`src/pkg/ipg_pkg.sv`:
```
// Shared constants and types of the inverter PWM generator.
package ipg_pkg;
    // ********************************************************
    // Clock and timing
    // ********************************************************
    localparam int CLK_HZ = 40000000;
    localparam int CLK_NS = 25;
    localparam int TRIP_DEB_NS = 100;
    localparam int TRIP_DEB_CYC = (TRIP_DEB_NS + CLK_NS - 1) / CLK_NS;
    localparam int CARR_DIV_CYC = 4;
    localparam int GRID_LOSS_MS = 40;
    localparam int PH_W = 24;
    localparam int DRIFT_SHIFT = 4;
    localparam int ISL_SHIFT = 2;
    localparam int PER_SHIFT = 5;
    // ********************************************************
    // Frame codes
    // ********************************************************
    localparam logic [7:0] CMD_BAUD = 8'h02;
    localparam logic [7:0] CMD_INIT = 8'h04;
    localparam logic [7:0] CMD_CTRL = 8'h05;
    localparam logic [7:0] RSP_ACK = 8'h00;
    localparam logic [7:0] RSP_NAK = 8'hff;
    localparam logic [7:0] CHK_SEED = 8'hf1;
    localparam logic [2:0] LEN_BAUD = 3'h1;
    localparam logic [2:0] LEN_INIT = 3'h6;
    localparam logic [2:0] LEN_CTRL = 3'h3;
    // ********************************************************
    // Fields and reset values
    // ********************************************************
    localparam logic [2:0] BAUD_RST = 3'h0;
    localparam logic [2:0] BAUD_MAX = 3'h6;
    localparam logic [2:0] MODE_GRID_AUTO = 3'h7;
    localparam logic [7:0] PFS_WR_MODES = 8'h44;
    localparam int PFS_W = 13;
    localparam int CTL_INH_BIT = 13;
    localparam int CTL_AMP_LSB = 16;
    localparam int INIT_WS_LSB = 0;
    localparam int INIT_VG_BIT = 3;
    localparam logic [1:0] WS_SINE = 2'h0;
    localparam logic [23:0] CTRL_RST = 24'h000000;
    localparam logic [7:0] PDY_RST = 8'h0d;
    localparam logic [7:0] PDT_RST = 8'h1a;
    localparam logic VG_RST = 1'b0;
    // ********************************************************
    // Frame receiver states
    // ********************************************************
    typedef enum logic [2:0] {
        ST_IDLE = 3'h0,
        ST_DATA = 3'h1,
        ST_CHK = 3'h2,
        ST_RSP = 3'h3,
        ST_RSPCHK = 3'h4
    } ipg_rx_state_t;
endpackage : ipg_pkg

```
`src/core/ipg_core.sv`:
```
// Inverter PWM generator core: trip path, setup frames, grid tracking and drive outputs.
`timescale 1ns/1ps
`default_nettype none
// ************************************************************
// Notes on behaviour
// A debounced trip request latches the trip, forcing status and drives low.
// The trip latch holds against every command until a reset cycle.
// Trip request is registered on the clock and debounced before acting.
// Trip status output is low while tripped, high otherwise.
// Reset low forces every drive output low.
// Reset low clears all counters, giving waveform phase zero.
// Reset release leaves the trip clear; drives stay low until a control frame sets the inhibit bit high.
// Running flag is high only while drives switch; low on reset, trip, inhibit.
// Grid sync inputs come at half duty; used only in grid-tie mode.
// Mode seven tracks measured grid frequency, running three percent slower.
// Mode seven lets frequency fall after grid loss until an islanding stop.
// Mode seven resumes switching by itself when the grid returns.
// Third setup byte is dead time in carrier-derived units.
// Host rounds fractional dead time upward.
// Fourth setup byte is minimum pulse width; narrower pulses are suppressed.
// Wave select value zero picks the sinusoid, the only shape.
// Grid-voltage-present bit in fifth setup byte drives the grid_voltage_present output.
// Frequency word is 13 bits spanning the range in 8192 steps.
// Second control byte carries inhibit bit and upper frequency bits; one runs.
// Samples are scaled by the amplitude byte, full scale 255.
// Control frame is 05H, three bytes, checksum; loaded as one 24-bit word.
// System routes trip status to a host interrupt input.
// Inhibit low holds drives low while generation goes on; release is immediate.
// Frequency word writes are ignored in modes 0, 1, 3, 4, 5 and 7.
// Link rate selection starts at 9600 baud after every reset.
// Each frame ends in an agreed checksum; mismatch answers the error code.
// A latched trip keeps drives low whatever inhibit or register writes do.
// ************************************************************
module ipg_core #(
    parameter int GRID_LOSS_CYC = ipg_pkg::CLK_HZ / 1000 * ipg_pkg::GRID_LOSS_MS
) (
    input wire logic clock,
    input wire logic rst_b,
    input wire logic trip_req,
    input wire logic [1:0] grid_sync_in,
    input wire logic [2:0] op_mode_pins,
    input wire logic [7:0] rx_byte,
    input wire logic rx_valid,
    input wire logic tx_ready,
    output logic [7:0] tx_byte,
    output logic tx_valid,
    output logic [2:0] baud_sel,
    output logic grid_voltage_present,
    output logic trip_n,
    output logic outputs_running,
    output logic [3:0] drive
);
    // ********************************************************
    // Trip latch and start-up arming
    // ********************************************************
    logic trip_q_r, trip_r, trip_nxt;
    logic [2:0] deb_cnt_r, deb_cnt_nxt, arm_cnt_r, arm_cnt_nxt;
    logic armed;
    always_comb begin
        deb_cnt_nxt = trip_q_r ? 3'(deb_cnt_r + 3'h1) : 3'h0;
        trip_nxt = trip_r | (trip_q_r && deb_cnt_r == 3'(ipg_pkg::TRIP_DEB_CYC - 1));
        armed = arm_cnt_r == 3'(ipg_pkg::TRIP_DEB_CYC);
        arm_cnt_nxt = armed ? arm_cnt_r : 3'(arm_cnt_r + 3'h1);
    end
    always_ff @(posedge clock) begin
        if (!rst_b) begin
            trip_q_r <= 1'b0;
            trip_r <= 1'b0;
            deb_cnt_r <= 3'h0;
            arm_cnt_r <= 3'h0;
        end else begin
            trip_q_r <= trip_req;
            trip_r <= trip_nxt;
            deb_cnt_r <= deb_cnt_nxt;
            arm_cnt_r <= arm_cnt_nxt;
        end
    end
    assign trip_n = ~trip_r;

    // ********************************************************
    // Setup frame receiver and staging registers
    // ********************************************************
    ipg_pkg::ipg_rx_state_t st_r, st_nxt;
    logic [7:0] cmd_r, cmd_nxt, sum_r, sum_nxt, tx_byte_r, tx_byte_nxt, pdy_r, pdy_nxt;
    logic [7:0] pdt_r, pdt_nxt;
    logic [2:0] cnt_r, cnt_nxt, len, baud_r, baud_nxt;
    logic [47:0] buf_r, buf_nxt;
    logic [23:0] ctrl_r, ctrl_nxt;
    logic vg_r, vg_nxt, chk_good, ok;
    always_comb begin
        st_nxt = st_r;
        cmd_nxt = cmd_r;
        sum_nxt = sum_r;
        cnt_nxt = cnt_r;
        buf_nxt = buf_r;
        tx_byte_nxt = tx_byte_r;
        ctrl_nxt = ctrl_r;
        pdy_nxt = pdy_r;
        pdt_nxt = pdt_r;
        vg_nxt = vg_r;
        baud_nxt = baud_r;
        ok = 1'b0;
        chk_good = rx_byte == 8'(ipg_pkg::CHK_SEED - sum_r);
        case (cmd_r)
            ipg_pkg::CMD_BAUD: len = ipg_pkg::LEN_BAUD;
            ipg_pkg::CMD_INIT: len = ipg_pkg::LEN_INIT;
            default: len = ipg_pkg::LEN_CTRL;
        endcase
        case (st_r)
            ipg_pkg::ST_IDLE: begin
                if (rx_valid && (rx_byte == ipg_pkg::CMD_BAUD || rx_byte == ipg_pkg::CMD_INIT
                        || rx_byte == ipg_pkg::CMD_CTRL)) begin
                    cmd_nxt = rx_byte;
                    sum_nxt = rx_byte;
                    cnt_nxt = 3'h0;
                    st_nxt = ipg_pkg::ST_DATA;
                end
            end
            ipg_pkg::ST_DATA: begin
                if (rx_valid) begin
                    buf_nxt = {buf_r[39:0], rx_byte};
                    sum_nxt = 8'(sum_r + rx_byte);
                    cnt_nxt = 3'(cnt_r + 3'h1);
                    if (cnt_r == 3'(len - 3'h1)) begin
                        st_nxt = ipg_pkg::ST_CHK;
                    end
                end
            end
            ipg_pkg::ST_CHK: begin
                if (rx_valid) begin
                    case (cmd_r)
                        ipg_pkg::CMD_BAUD: begin
                            ok = chk_good && buf_r[2:0] <= ipg_pkg::BAUD_MAX
                                && buf_r[7:3] == 5'h00;
                            if (ok) begin
                                baud_nxt = buf_r[2:0];
                            end
                        end
                        ipg_pkg::CMD_INIT: begin
                            ok = chk_good && buf_r[9 + ipg_pkg::INIT_WS_LSB -: 2]
                                == ipg_pkg::WS_SINE;
                            if (ok) begin
                                pdy_nxt = buf_r[31:24];
                                pdt_nxt = buf_r[23:16];
                                vg_nxt = buf_r[8 + ipg_pkg::INIT_VG_BIT];
                            end
                        end
                        default: begin
                            ok = chk_good;
                            if (ok) begin
                                ctrl_nxt = {buf_r[7:0], buf_r[15:8], buf_r[23:16]};
                                if (!ipg_pkg::PFS_WR_MODES[op_mode_pins]) begin
                                    ctrl_nxt[ipg_pkg::PFS_W-1:0] =
                                        ctrl_r[ipg_pkg::PFS_W-1:0];
                                end
                            end
                        end
                    endcase
                    tx_byte_nxt = ok ? ipg_pkg::RSP_ACK : ipg_pkg::RSP_NAK;
                    st_nxt = ipg_pkg::ST_RSP;
                end
            end
            ipg_pkg::ST_RSP: begin
                if (tx_ready) begin
                    tx_byte_nxt = 8'(ipg_pkg::CHK_SEED - tx_byte_r);
                    st_nxt = ipg_pkg::ST_RSPCHK;
                end
            end
            ipg_pkg::ST_RSPCHK: begin
                if (tx_ready) begin
                    st_nxt = ipg_pkg::ST_IDLE;
                end
            end
            default: st_nxt = ipg_pkg::ST_IDLE;
        endcase
    end
    always_ff @(posedge clock) begin
        if (!rst_b) begin
            st_r <= ipg_pkg::ST_IDLE;
            cmd_r <= 8'h00;
            sum_r <= 8'h00;
            cnt_r <= 3'h0;
            buf_r <= 48'h0;
            tx_byte_r <= 8'h00;
            ctrl_r <= ipg_pkg::CTRL_RST;
            pdy_r <= ipg_pkg::PDY_RST;
            pdt_r <= ipg_pkg::PDT_RST;
            vg_r <= ipg_pkg::VG_RST;
            baud_r <= ipg_pkg::BAUD_RST;
        end else begin
            st_r <= st_nxt;
            cmd_r <= cmd_nxt;
            sum_r <= sum_nxt;
            cnt_r <= cnt_nxt;
            buf_r <= buf_nxt;
            tx_byte_r <= tx_byte_nxt;
            ctrl_r <= ctrl_nxt;
            pdy_r <= pdy_nxt;
            pdt_r <= pdt_nxt;
            vg_r <= vg_nxt;
            baud_r <= baud_nxt;
        end
    end
    assign tx_byte = tx_byte_r;
    assign tx_valid = st_r == ipg_pkg::ST_RSP || st_r == ipg_pkg::ST_RSPCHK;
    assign baud_sel = baud_r;
    assign grid_voltage_present = vg_r;

    // ********************************************************
    // Grid tracking, anti-islanding and waveform phase
    // ********************************************************
    logic auto, grid_ok, grid_edge, island_r, island_nxt, step, tick;
    logic [1:0] gs_q_r;
    logic gs_prev_r;
    logic [20:0] gper_r, gper_nxt;
    logic [15:0] iv_r, iv_nxt, base_r, base_nxt, ivc_r, ivc_nxt;
    logic [6:0] sidx_r, sidx_nxt, idx;
    logic [ipg_pkg::PH_W-1:0] phase_r, phase_nxt;
    always_comb begin
        auto = op_mode_pins == ipg_pkg::MODE_GRID_AUTO;
        grid_edge = auto && gs_q_r[0] && !gs_prev_r && !gs_q_r[1];
        grid_ok = gper_r < 21'(GRID_LOSS_CYC);
        gper_nxt = grid_edge ? 21'h0 : (grid_ok ? 21'(gper_r + 21'h1) : gper_r);
        step = ivc_r >= iv_r;
        ivc_nxt = step ? 16'h0 : 16'(ivc_r + 16'h1);
        sidx_nxt = step ? 7'(sidx_r + 7'h1) : sidx_r;
        iv_nxt = iv_r;
        base_nxt = base_r;
        island_nxt = island_r;
        if (grid_edge && grid_ok) begin
            iv_nxt = 16'((22'(gper_r) + 22'(gper_r >> ipg_pkg::PER_SHIFT)) >> 7);
            base_nxt = iv_nxt;
            island_nxt = 1'b0;
        end else if (!grid_ok && !island_r) begin
            if (step && sidx_r == 7'h7f) begin
                iv_nxt = 16'(iv_r + (iv_r >> ipg_pkg::DRIFT_SHIFT));
            end
            island_nxt = 17'(iv_r) > 17'(base_r) + 17'(base_r >> ipg_pkg::ISL_SHIFT);
        end
        phase_nxt = tick ? ipg_pkg::PH_W'(phase_r + ipg_pkg::PH_W'(ctrl_r[ipg_pkg::PFS_W-1:0]))
            : phase_r;
        idx = auto ? sidx_r : phase_r[ipg_pkg::PH_W-1 -: 7];
    end
    always_ff @(posedge clock) begin
        if (!rst_b) begin
            gs_q_r <= 2'h0;
            gs_prev_r <= 1'b0;
            gper_r <= 21'h0;
            iv_r <= 16'h0;
            base_r <= 16'h0;
            ivc_r <= 16'h0;
            sidx_r <= 7'h0;
            phase_r <= '0;
            island_r <= 1'b1;
        end else begin
            gs_q_r <= grid_sync_in;
            gs_prev_r <= gs_q_r[0];
            gper_r <= gper_nxt;
            iv_r <= iv_nxt;
            base_r <= base_nxt;
            ivc_r <= ivc_nxt;
            sidx_r <= sidx_nxt;
            phase_r <= phase_nxt;
            island_r <= island_nxt;
        end
    end

    // ********************************************************
    // Carrier, sampling and amplitude scaling
    // ********************************************************
    logic [2:0] div_r, div_nxt;
    logic [7:0] carr_r, carr_nxt, ref_r, ref_nxt;
    logic up_r, up_nxt;
    logic signed [7:0] sample;
    logic signed [16:0] prod;
    ipg_sine_rom u_rom (
        .clock(clock),
        .rst_b(rst_b),
        .idx(idx),
        .sample(sample)
    );
    always_comb begin
        tick = div_r == 3'(ipg_pkg::CARR_DIV_CYC - 1);
        div_nxt = tick ? 3'h0 : 3'(div_r + 3'h1);
        up_nxt = up_r;
        carr_nxt = carr_r;
        if (tick) begin
            if (up_r ? carr_r == 8'hff : carr_r == 8'h00) begin
                up_nxt = !up_r;
            end else begin
                carr_nxt = up_r ? 8'(carr_r + 8'h1) : 8'(carr_r - 8'h1);
            end
        end
        prod = sample * $signed({1'b0, ctrl_r[ipg_pkg::CTL_AMP_LSB +: 8]});
        ref_nxt = (tick && (carr_r == 8'h00 || carr_r == 8'hff)) ? (prod[15:8] ^ 8'h80) : ref_r;
    end
    always_ff @(posedge clock) begin
        if (!rst_b) begin
            div_r <= 3'h0;
            carr_r <= 8'h00;
            up_r <= 1'b1;
            ref_r <= 8'h80;
        end else begin
            div_r <= div_nxt;
            carr_r <= carr_nxt;
            up_r <= up_nxt;
            ref_r <= ref_nxt;
        end
    end

    // ********************************************************
    // Per-leg dead time, pulse deletion and output gating
    // ********************************************************
    wire logic [1:0] leg_top, leg_bot;
    logic run, running_r;
    logic [3:0] drive_r, drive_nxt;
    for (genvar g = 0; g < 2; g++) begin : g_leg
        logic cur_r, cur_nxt, want;
        logic [7:0] dead_r, dead_nxt, hold_r, hold_nxt;
        always_comb begin
            want = (g == 0 ? ref_r : ~ref_r) > carr_r;
            cur_nxt = cur_r;
            dead_nxt = dead_r;
            hold_nxt = hold_r;
            if (tick) begin
                dead_nxt = dead_r == 8'h00 ? 8'h00 : 8'(dead_r - 8'h1);
                hold_nxt = hold_r == 8'h00 ? 8'h00 : 8'(hold_r - 8'h1);
                if (want != cur_r && hold_r == 8'h00) begin
                    cur_nxt = want;
                    dead_nxt = pdy_r;
                    hold_nxt = pdt_r;
                end
            end
        end
        always_ff @(posedge clock) begin
            if (!rst_b) begin
                cur_r <= 1'b0;
                dead_r <= 8'h00;
                hold_r <= 8'h00;
            end else begin
                cur_r <= cur_nxt;
                dead_r <= dead_nxt;
                hold_r <= hold_nxt;
            end
        end
        assign leg_top[g] = cur_r && dead_r == 8'h00;
        assign leg_bot[g] = !cur_r && dead_r == 8'h00;
    end
    always_comb begin
        run = armed && !trip_r && ctrl_r[ipg_pkg::CTL_INH_BIT] && !(auto && island_r);
        drive_nxt = run ? {leg_top[1], leg_bot[1], leg_top[0], leg_bot[0]} : 4'h0;
    end
    always_ff @(posedge clock) begin
        if (!rst_b) begin
            drive_r <= 4'h0;
            running_r <= 1'b0;
        end else begin
            drive_r <= drive_nxt;
            running_r <= run;
        end
    end
    assign drive = drive_r;
    assign outputs_running = running_r;
endmodule : ipg_core
`default_nettype wire

```
`src/core/ipg_sine_rom.sv`:
```
// Quarter-wave sinusoid table with registered signed sample output.
`timescale 1ns/1ps
`default_nettype none
module ipg_sine_rom (
    input wire logic clock,
    input wire logic rst_b,
    input wire logic [6:0] idx,
    output logic signed [7:0] sample
);
    localparam logic [7:0] TBL [32] = '{
        8'h03, 8'h09, 8'h10, 8'h16, 8'h1c, 8'h22, 8'h28, 8'h2e,
        8'h33, 8'h39, 8'h3f, 8'h44, 8'h49, 8'h4e, 8'h53, 8'h58,
        8'h5c, 8'h60, 8'h64, 8'h68, 8'h6b, 8'h6f, 8'h71, 8'h74,
        8'h76, 8'h79, 8'h7a, 8'h7c, 8'h7d, 8'h7e, 8'h7f, 8'h7f};
    logic [4:0] addr;
    logic signed [7:0] sample_nxt;
    // Mirror the quarter for the second half of each half cycle, negate the second half.
    always_comb begin
        addr = idx[5] ? ~idx[4:0] : idx[4:0];
        sample_nxt = idx[6] ? -$signed(TBL[addr]) : $signed(TBL[addr]);
    end
    always_ff @(posedge clock) begin
        if (!rst_b) begin
            sample <= 8'sh00;
        end else begin
            sample <= sample_nxt;
        end
    end
endmodule : ipg_sine_rom
`default_nettype wire

```
`config.mk`:
```
export PLATFORM = sky130hd
export DESIGN_NAME = ipg_core
export DESIGN_NICKNAME = d
export VERILOG_FILES = /design/src/pkg/ipg_pkg.sv /design/src/core/ipg_core.sv /design/src/core/ipg_sine_rom.sv
export SDC_FILE = /design/constraint.sdc
export NUM_CORES = 1
export LEC_CHECK = 0
export CAP_MARGIN = 0
export CORE_MARGIN = 2
export CORE_UTILIZATION = 50
export CTS_CLUSTER_DIAMETER = 200
export CTS_CLUSTER_SIZE = 16
export DETAILED_ROUTE_END_ITERATION = 16
export DONT_BUFFER_PORTS = 1
export PLACE_DENSITY = 0.68
export SYNTH_ARGS = -nofsm -noshare
export SYNTH_HDL_FRONTEND = slang
export SYNTH_SLANG_ARGS = --single-unit
export TNS_END_PERCENT = 50
```
`constraint.sdc`:
```
create_clock -name clock -period 4.5 [get_ports clock]
set_clock_uncertainty 0.15 [all_clocks]
set_input_delay 0.9 -clock clock [delete_from_list [all_inputs] [get_ports clock]]
set_output_delay 0.9 -clock clock [all_outputs]
set_load 0.01 [all_outputs]
```
==> flow_summary.toml, run 1 <==
[setup_path]
required_ns = 4.75
end_kind = "flip-flop"
regToRegEndpoint = "ref_r[6]$_SDFFE_PN0P_"
arrival_ns = 4.63
path_class = "reg -> reg"
reg2regPathDepth = 15
critPathLaunchType = "flip-flop"
r2r_setup_slack_ns = 0.12
critPathMaxFanout = 5
rr_startpoint = "u_rom.sample[5]$_SDFF_PN0_"

[floorplan]
initial_core_util = 0.509
core_sq_mm = 0.0356
die_h_um = 194
die-width_um = 194
ios = 37
core.rowCount = 69
fp.dieArea_sq_mm = 0.0377

[finish]
nets = 2405
multi_input_area_sq_mm = 0.0117
fillers = 3310
layout_commonest_cell = "dfxtp_1"
syn2layout_area_growth_pct = 7.33
layout_common_cells = "dfxtp_1, nand2_1, nor2_1"
num_antenna_cells = 0
drive_gt1_frac = 0.0677
final-seq-area_sq_mm = 0.00568
stdcell_area_sq_mm = 0.0194

[hold_path]
whs_endpoint = "deb_cnt_r[0]$_SDFF_PN0_"
min_from = "deb_cnt_r[0]$_SDFF_PN0_"
hold_class = "reg -> reg"
whs_path_depth = 1

[power]
power.density_mw_per_mm2 = 250
p_clk_frac = 0.355
combPwrFrac = 0.109
sw_frac_of_total = 0.263
p_leak_nw = 8.14
pwr-share-seq = 0.537
switching_power_w = 0.00128
ir_drop_uv = 308
p_int_w = 0.00358

[place]
post-place-ws_ns = -0.287
globalplace.congestion = 0.865
hpwl_um = 30300
place.port_buffers = 0
placed_cell_area_sq_mm = 0.0187

[yosys]
synthCells = 2175
synth-seq-cells = 282
ys.warnings.count = 0
ys.flop_type = "dfxtp_1"
avgSynthCellArea_sq_um = 8.32
synth_fp_nets = 2408
synth_edf_count = 0
async_flop_share = 0
synthDistinctLibCells = 78
synth.yosys.seq_area_share = 0.312
syn_area_sq_mm = 0.0181

[global_routing]
grt.total_usage = 0.214
grt_overflow = 0
grt_max_degree = 93
grt_pass1_wl_um = 69000
antenna_found_initial = 0
grt_pass1_vias = 14100

[sta]
setup_ws_ns = 0.117
hold_violations = 0
fmax_ghz = 0.228
rsz0062_at_grt = "true"
period_needed_ns = 4.38
setup_viol = 0
whs_ns = 0.275
fin_crit_sh = 0.974
drv_slew = 0
max_slew_margin = 0.244
tightest_slew_ns = 1.13

[cts]
clkSinkCount = 282
cts_tree = "yes"
root_buffer = "clkbuf_16"
h-tree-depth = 1
clock_latency_ns = 0.54
numCtsBuffers = 21
path_clk_slew_ns = 0.08
cts.path.max_buffers = 3

[run_status]
outcome = "finished clean"

[route]
wirelength_um = 41000
firstDrtPassIters = 5
drc = 0
viasPerCell = 5.65
drtIter0Drc = 880
num_vias = 14900
antenna_left = 0
wl_per_cell_um = 15.6

[job]
maxCapViolations = 0
## kinds of logic (layout without fill, tap and decap cells)
kind of cell / Yosys count / count (layout) / share of synthesized area
adder cells (fa/ha/maj): 215 / 215 / 0.165
AND/OR/NAND/NOR: 812 / 812 / 0.217
AO/OA/AOI/OAI: 427 / 427 / 0.148
XOR/XNOR: 133 / 133 / 0.0644
flip-flops: 282 / 282 / 0.312
multiplexers: 82 / 82 / 0.0457
buffers and inverters: 224 / 221 / 0.0480
## what timing repair did
action / 4_1_cts / 5_1_grt
buffers inserted: 4 / 1
gates resized for setup: 28 / 18
gates cloned: 0 / 0
pin swaps: 22 / 11
setup endpoints to repair: 4 / 4
hold buffers: 0 / 0
## worst max-delay path, stage by stage, from the launching register on
cell and delay [ns]:
dfxtp_4 0.37, buf_4 0.14, and2_1 0.16, fa_1 0.55
fa_1 0.44, fa_1 0.49, inv_1 0.06, fa_1 0.52
inv_1 0.04, ha_2 0.19, a2111oi_4 0.33, nor3_4 0.10
a41o_1 0.24, o21ai_2 0.16, mux2i_1 0.19, o311ai_1 0.11
## flip-flops by register name, indices dropped and copies added, names as in the netlist, 15 cells and up
register	flops
g_leg.dead_r	16
g_leg.hold_r	16
phase_r	24
gper_r	21
ivc_r	16
iv_r	16
buf_r	32
base_r	15
ctrl_r	22
## stage by stage
step | power, W | utilization | setup TNS, ns | instances
2_1_floorplan | 0.00307 | - | -0.0260 | 2175
3_3_place_gp | 0.00318 | 0.526 | -0.529 | 2606
3_5_place_dp | 0.00320 | 0.526 | -0.554 | 2606
4_1_cts | 0.00491 | 0.544 | 0 | 2632
5_1_grt | 0.00507 | 0.546 | -0.0907 | 2633
6_report | 0.00486 | 0.546 | 0 | 2633
## how the worst max path moves through the flow
stage,from,endpoint,slack [ns],depth (start not counted)
after floorplan,ctrl_r[16]$_SDFFE_PN0P_,ref_r[6]$_SDFFE_PN0P_,-0.03,14
after global placement,u_rom.sample[4]$_SDFF_PN0_,ref_r[6]$_SDFFE_PN0P_,-0.28,14
after detailed placement,u_rom.sample[4]$_SDFF_PN0_,ref_r[6]$_SDFFE_PN0P_,-0.29,14
after CTS,u_rom.sample[3]$_SDFF_PN0_,ref_r[6]$_SDFFE_PN0P_,0.06,15
after global routing,u_rom.sample[5]$_SDFF_PN0_,ref_r[6]$_SDFFE_PN0P_,-0.05,14
final,u_rom.sample[5]$_SDFF_PN0_,ref_r[6]$_SDFFE_PN0P_,0.12,15
## final cells by class
type,instances,share of cell area
clock inverter,2,0.000902
multi-input combinational,1669,0.601
tap,461,0.0297
sequential,282,0.292
timing repair buffer,53,0.0205
inverter,145,0.0282
clock buffer,21,0.0271
## Yosys cell counts, drive strengths merged (5+ instances only)
| cell type | count | share of area |
|---|---|---|
| dfxtp | 282 | 0.31 |
| nand2 | 258 | 0.054 |
| nor2 | 193 | 0.040 |
| ha | 175 | 0.12 |
| a21oi | 150 | 0.042 |
| inv | 144 | 0.030 |
| o21ai | 112 | 0.034 |
| xnor2 | 84 | 0.041 |
| mux2i | 77 | 0.043 |
| nand3 | 70 | 0.021 |
| clkbuf | 66 | 0.014 |
| and2 | 54 | 0.019 |
| nor3 | 52 | 0.014 |
| xor2 | 49 | 0.024 |
| fa | 40 | 0.044 |
| and3 | 28 | 0.0097 |
| or3 | 28 | 0.0097 |
| nand4 | 25 | 0.0086 |
| a21o | 24 | 0.010 |
| nand2b | 21 | 0.0073 |
| nor4 | 21 | 0.0076 |
| a31oi | 18 | 0.0062 |
| nor2b | 18 | 0.0062 |
| o21a | 15 | 0.0062 |
| a211oi | 14 | 0.0058 |
| o211ai | 14 | 0.0061 |
| buf | 13 | 0.0042 |
| nor3b | 12 | 0.0050 |
| o21bai | 12 | 0.0050 |
| or4 | 9 | 0.0039 |
| a221o | 7 | 0.0039 |
| o31ai | 7 | 0.0029 |
| a311oi | 6 | 0.0029 |
| o2bb2ai | 6 | 0.0029 |
| mux2 | 5 | 0.0031 |
## layer usage
layer | vias up | routed length [um] | track usage | part of all wire
li1 | 7550 | - | - | -
met1 | 7065 | 20000 | 0.301 | 0.49
met2 | 216 | 18900 | 0.358 | 0.46
met3 | 35 | 1580 | 0.0219 | 0.038
met4 | 0 | 550 | 0.0401 | 0.013
met5 | - | 0 | 0 | 0
## power by group through the flow
stage / clock network, W / registers (W) / logic [W]
finish: 0.00172 / 0.00261 / 0.000528
global route: 0.00186 / 0.00262 / 0.000595
CTS: 0.00178 / 0.00261 / 0.000531
detailed placement: 0 / 0.00267 / 0.000528
global placement: 0 / 0.00266 / 0.000513
floorplan: 0 / 0.00265 / 0.000423
Power figures use the tool's default switching activity.
==> inputs of run 2 (changes only) <==
--- a/config.mk
+++ b/config.mk
@@ -7,12 +7,11 @@
 export LEC_CHECK = 0
 export CAP_MARGIN = 0
 export CORE_MARGIN = 2
-export CORE_UTILIZATION = 50
+export CORE_UTILIZATION = 41
 export CTS_CLUSTER_DIAMETER = 200
 export CTS_CLUSTER_SIZE = 16
 export DETAILED_ROUTE_END_ITERATION = 16
 export DONT_BUFFER_PORTS = 1
-export PLACE_DENSITY = 0.68
 export SYNTH_ARGS = -nofsm -noshare
 export SYNTH_HDL_FRONTEND = slang
 export SYNTH_SLANG_ARGS = --single-unit
==> run 2 against run 1 <==
Net effect: fmax is 1.1% lower; utilization is 9.3 points lower; via count is 0.42% lower; hold slack worse by 0.0079 ns; worst setup slack worse by 0.050 ns; critical path depth stayed put; critical endpoint is now ref_r[7]$_SDFFE_PN1P_; largest cell class unchanged; die area is 21% higher; cell area is 0.84% higher; wire length is 2.7% higher; largest power group unchanged.
==> flow_summary.toml, run 2 (same netlist as run 1, synthesis figures left out) <==
[cts]
path_clk_slew_ns = 0.07
hold_buffers = 0
h-tree-depth = 1
root_buffer = "clkbuf_16"
cts_tree = "yes"
cts.path.max_buffers = 3
clock_latency_ns = 0.53
numCtsBuffers = 21
clkSinkCount = 282

[place]
dp.cells = 2732
globalplace.congestion = 0.820
placed_cell_area_sq_mm = 0.0189
place.port_buffers = 0
hpwl_um = 31000

[finish]
fin_cells = 2756
nets = 2404
syn2layout_area_growth_pct = 8.22
largest_reg_flops = 32
layout_commonest_cell = "dfxtp_1"
fillers = 4236
layout_common_cells = "dfxtp_1, nand2_1, nor2_1"
reg_top3 = "buf_r: 32 flops, phase_r: 24 flops, ctrl_r: 22 flops"
drive_gt1_frac = 0.0677
top_register = "buf_r"
stdcell_area_sq_mm = 0.0196
num_antenna_cells = 0

[setup_path]
crit_family = "adder cells"
slowest_stage = "fa_1"
critPathMaxFanout = 6
cpMostUsedCell = "fa_1"
path_cells = "and2_1, fa_1, ha_1, inv_1, fa_1, inv_1, fa_1, ha_1, o21a_1, a2111oi_4, nor3_2, a41o_1, o41ai_2, xnor2_1, o21ai_1"
required_ns = 4.77
crit_start = "u_rom.sample[4]$_SDFF_PN0_"
arrival_ns = 4.71
slowest_delay_ns = 0.53
critPathLaunchType = "flip-flop"
cp_num_buf_inv = 2
end_kind = "flip-flop"
rr_startpoint = "u_rom.sample[4]$_SDFF_PN0_"
path_class = "reg -> reg"

[floorplan]
die_h_um = 214
core_sq_mm = 0.0433
core.rowCount = 76
die-width_um = 214
fp.dieArea_sq_mm = 0.0458
initial_core_util = 0.418
ios = 37

[sta]
fin_crit_sh = 0.985
rsz0062_at_grt = "true"
fmax_ghz = 0.226
max_slew_margin = 0.240
drv_slew = 0
tightest_slew_ns = 1.14
period_needed_ns = 4.43
setup_viol = 0
hold_violations = 0
tns_ns = 0
whs_ns = 0.267

[power]
p_leak_nw = 8.12
ir_drop_uv = 245
power.density_mw_per_mm2 = 248

[global_routing]
grt.total_usage = 0.181
grt_pass1_vias = 14300
antenna_found_initial = 0
grt_max_degree = 93
grt_overflow = 0
grt_pass1_wl_um = 71000

[hold_path]
hold_class = "reg -> reg"
min_from = "deb_cnt_r[0]$_SDFF_PN0_"

[route]
drc = 0
wirelength_um = 42100
num_vias = 14800
wl_per_cell_um = 15.3
firstDrtPassIters = 5
drtIter0Drc = 772
viasPerCell = 5.37
antenna_left = 0

[job]
maxCapViolations = 0

[run_status]
outcome = "finished clean"
## run 2: changes by cell type in the layout (fill, tap and decap cells not counted), moves of 2 or more
cell     change
and2_1       +3
and2_4       -3
buf_4        -2
nand2_1      -2
nand2_2      +2
## run 2: power breakdown
part           switching, W  internal [W]  leakage, nW
Combinational      0.000324      0.000204         5.57
Clock              0.000891      0.000834        0.267
Sequential        0.0000631       0.00254         2.28
Total               0.00128       0.00358         8.12
## run 2: layout make-up
type,count,area [sq um],share of cell area
multi-input cells,1669,11700,0.596
flip-flops and latches,282,5680,0.290
well taps,585,732,0.0374
inverters,145,547,0.0279
clock buffers,21,526,0.0268
repair buffers,52,403,0.0206
clock inverters,2,17.5,0.000895
## run 2: worst reg2reg max path: stages, from the launching register on
cell and delay (ns):
dfxtp_4 0.37, and2_1 0.18, fa_1 0.47, ha_1 0.29
inv_1 0.05, fa_1 0.53, inv_1 0.05, fa_1 0.45
ha_1 0.28, o21a_1 0.23, a2111oi_4 0.36, nor3_2 0.13
a41o_1 0.24, o41ai_2 0.32, xnor2_1 0.16, o21ai_1 0.07
## run 2: metal layers
layer  vias to the layer above  routed length, um  GRT usage
li1                       7535                  -          -
met1                      7034              20600      0.249
met2                       185              19300      0.303
met3                        50               1340     0.0190
met4                         0                905     0.0501
met5                         -                  0          0
## run 2: through the flow
| step | power (W) | setup slack [ns] | util |
|---|---|---|---|
| 6_report | 0.00486 | 0.0670 | 0.452 |
| 3_5_place_dp | 0.00319 | -0.320 | 0.437 |
| 2_1_floorplan | 0.00307 | -0.0260 | - |
| 4_1_cts | 0.00493 | 0.0154 | 0.451 |
| 3_3_place_gp | 0.00318 | -0.239 | 0.437 |
| 5_1_grt | 0.00508 | -0.0908 | 0.452 |
## run 2: worst paths after layout
kind	slack, ns	cells after the start	end
hold reg to reg	0.27	1	deb_cnt_r[0]$_SDFF_PN0_
hold / removal	0.27	1	deb_cnt_r[0]$_SDFF_PN0_
setup / recovery	0.07	15	ref_r[7]$_SDFFE_PN1P_
setup reg to reg	0.07	15	ref_r[7]$_SDFFE_PN1P_
## run 2: what timing repair did
item / in CTS / in global routing
setup endpoints to repair: 5 / 5
endpoints found under the hold margin: 0 / 0
pin swaps: 10 / 22
buffers inserted: 1 / 1
gates resized for setup: 23 / 23
==> inputs of run 3 (changes only) <==
==> constraint.sdc (replaced) <==
create_clock -name clock -period 4.3 [get_ports clock]
set_clock_uncertainty 0.15 [all_clocks]
set_input_delay 0.86 -clock clock [delete_from_list [all_inputs] [get_ports clock]]
set_output_delay 0.86 -clock clock [all_outputs]
set_load 0.01 [all_outputs]
==> run 3 against run 2 <==
Net effect: the flow now finishes with violations (setup timing); global-route usage increased by 0.22 points; count of clock-buffer cells in the layout did not move; die area unchanged; cell count is essentially flat; critical endpoint unchanged; largest cell class unchanged.
==> flow_summary.toml, run 3 (same netlist as run 1, synthesis figures left out) <==
[global_routing]
grt_pass1_vias = 14500
grt_pass1_wl_um = 71600
grt_max_degree = 93
grt_overflow = 0
antenna_found_initial = 0
grt.total_usage = 0.183

[sta]
period_needed_ns = 4.41
hold_violations = 0
fmax_ghz = 0.227
tns_ns = -0.208
setup_viol = 3
max_slew_margin = 0.248
fin_crit_sh = 1.03
rsz0062_at_grt = "true"
drv_slew = 0
setup_ws_ns = -0.114
tightest_slew_ns = 1.12

[floorplan]
core.rowCount = 76
die_h_um = 214
initial_core_util = 0.418
die-width_um = 214
ios = 37
fp.dieArea_sq_mm = 0.0458
core_sq_mm = 0.0433

[route]
drtIter0Drc = 991
firstDrtPassIters = 7
num_vias = 14900
wirelength_um = 42400
antenna_left = 0
wl_per_cell_um = 15.4
drc = 0
viasPerCell = 5.39

[place]
globalplace.congestion = 0.847
hpwl_um = 30800
place.port_buffers = 0
post-place-ws_ns = -0.240
placed_cell_area_sq_mm = 0.0189

[finish]
num_antenna_cells = 0
fillers = 4217
stdcell_area_sq_mm = 0.0196
layout_commonest_cell = "dfxtp_1"
largest_reg_flops = 32
top_register = "buf_r"
syn2layout_area_growth_pct = 8.56
drive_gt1_frac = 0.0741
layout_common_cells = "dfxtp_1, nand2_1, nor2_1"
nets = 2405
fin_util = 0.454
multi_input_area_sq_mm = 0.0117
reg_top3 = "buf_r: 32 flops, phase_r: 24 flops, ctrl_r: 22 flops"
final-seq-area_sq_mm = 0.00569

[power]
ir_drop_uv = 230
p_leak_nw = 8.13
power.density_mw_per_mm2 = 260
p_total_w = 0.00511

[cts]
h-tree-depth = 1
numCtsBuffers = 21
hold_buffers = 0
cts.path.max_buffers = 3
root_buffer = "clkbuf_16"
path_clk_slew_ns = 0.08
clkSinkCount = 282
cts_tree = "yes"
clock_latency_ns = 0.53

[setup_path]
path_class = "reg -> reg"
arrival_ns = 4.65
regToRegEndpoint = "ref_r[7]$_SDFFE_PN1P_"
r2r_setup_slack_ns = -0.11
critPathCapture = "ref_r[7]$_SDFFE_PN1P_"
critPathMaxFanout = 4
required_ns = 4.53
reg2regPathDepth = 16
crit_start = "u_rom.sample[1]$_SDFF_PN0_"
critPathLaunchType = "flip-flop"
rr_startpoint = "u_rom.sample[1]$_SDFF_PN0_"
end_kind = "flip-flop"

[run_status]
outcome = "complete, but fails checks"
violations = "setup timing"

[job]
maxCapViolations = 0

[hold_path]
whs_path_depth = 1
hold_class = "in -> reg"
[run 3: timing repair]
| action | in CTS | in global routing |
|---|---|---|
| gates resized for setup | 16 | 43 |
| cloned | 0 | 0 |
| pin swaps | 11 | 26 |
| setup endpoints to repair | 6 | 7 |
| buffers inserted | 1 | 4 |
[run 3: power breakdown]
| part | leakage [nW] | internal (W) | switching (W) | total [W] |
|---|---|---|---|---|
| Sequential | 2.29 | 0.00266 | 0.0000683 | 0.00273 |
| Combinational | 5.58 | 0.000216 | 0.000343 | 0.000559 |
| Clock | 0.267 | 0.000873 | 0.000946 | 0.00182 |
| Total | 8.13 | 0.00375 | 0.00136 | 0.00511 |
[run 3: worst min-delay path by stage]
stage	slack (ns)	end	start
after CTS	0.25	pdt_r[1]$_SDFFE_PN1P_	rst_b
after floorplan	0.25	deb_cnt_r[0]$_SDFF_PN0_	deb_cnt_r[0]$_SDFF_PN0_
after global placement	0.25	deb_cnt_r[0]$_SDFF_PN0_	deb_cnt_r[0]$_SDFF_PN0_
after detailed placement	0.26	deb_cnt_r[0]$_SDFF_PN0_	deb_cnt_r[0]$_SDFF_PN0_
after global routing	0.24	pdy_r[0]$_SDFFE_PN1P_	rst_b
final	0.27	pdy_r[0]$_SDFFE_PN1P_	rst_b
[run 3: final cells by class]
| cell class | count | area share |
|---|---|---|
| well taps | 585 | 0.0373 |
| inverters | 145 | 0.0280 |
| multi-input cells | 1669 | 0.597 |
| clock inverters | 2 | 0.000892 |
| clock buffers | 21 | 0.0268 |
| flip-flops and latches | 282 | 0.290 |
| repair buffers | 53 | 0.0206 |
[run 3: critical path: stages, from the launching register on]
cell and delay, ns:
dfxtp_4 0.36, buf_6 0.12, and2_4 0.15, ha_4 0.15
fa_1 0.54, inv_2 0.04, fa_1 0.55, inv_2 0.04
fa_1 0.45, ha_1 0.29, o21a_1 0.23, a2111oi_4 0.40
nor3_4 0.10, a41o_1 0.23, o41ai_2 0.24, xnor2_1 0.16
o21ai_1 0.07
[run 3: layer usage]
layer	wire length, um	share of wire	vias up	global-route usage
met5	0	0	-	0
met4	782	0.018	0	0.0429
met1	21000	0.49	7030	0.260
li1	-	-	7544	-
met3	1610	0.038	48	0.0176
met2	19000	0.45	235	0.301
[run 3: through the flow]
| stage | hold WS, ns | cells |
|---|---|---|
| after global placement | 0.255 | 2730 |
| after detailed placement | 0.263 | 2730 |
| after floorplan | 0.248 | 2175 |
| after CTS | 0.245 | 2754 |
| after global routing | 0.242 | 2757 |
| final | 0.268 | 2757 |
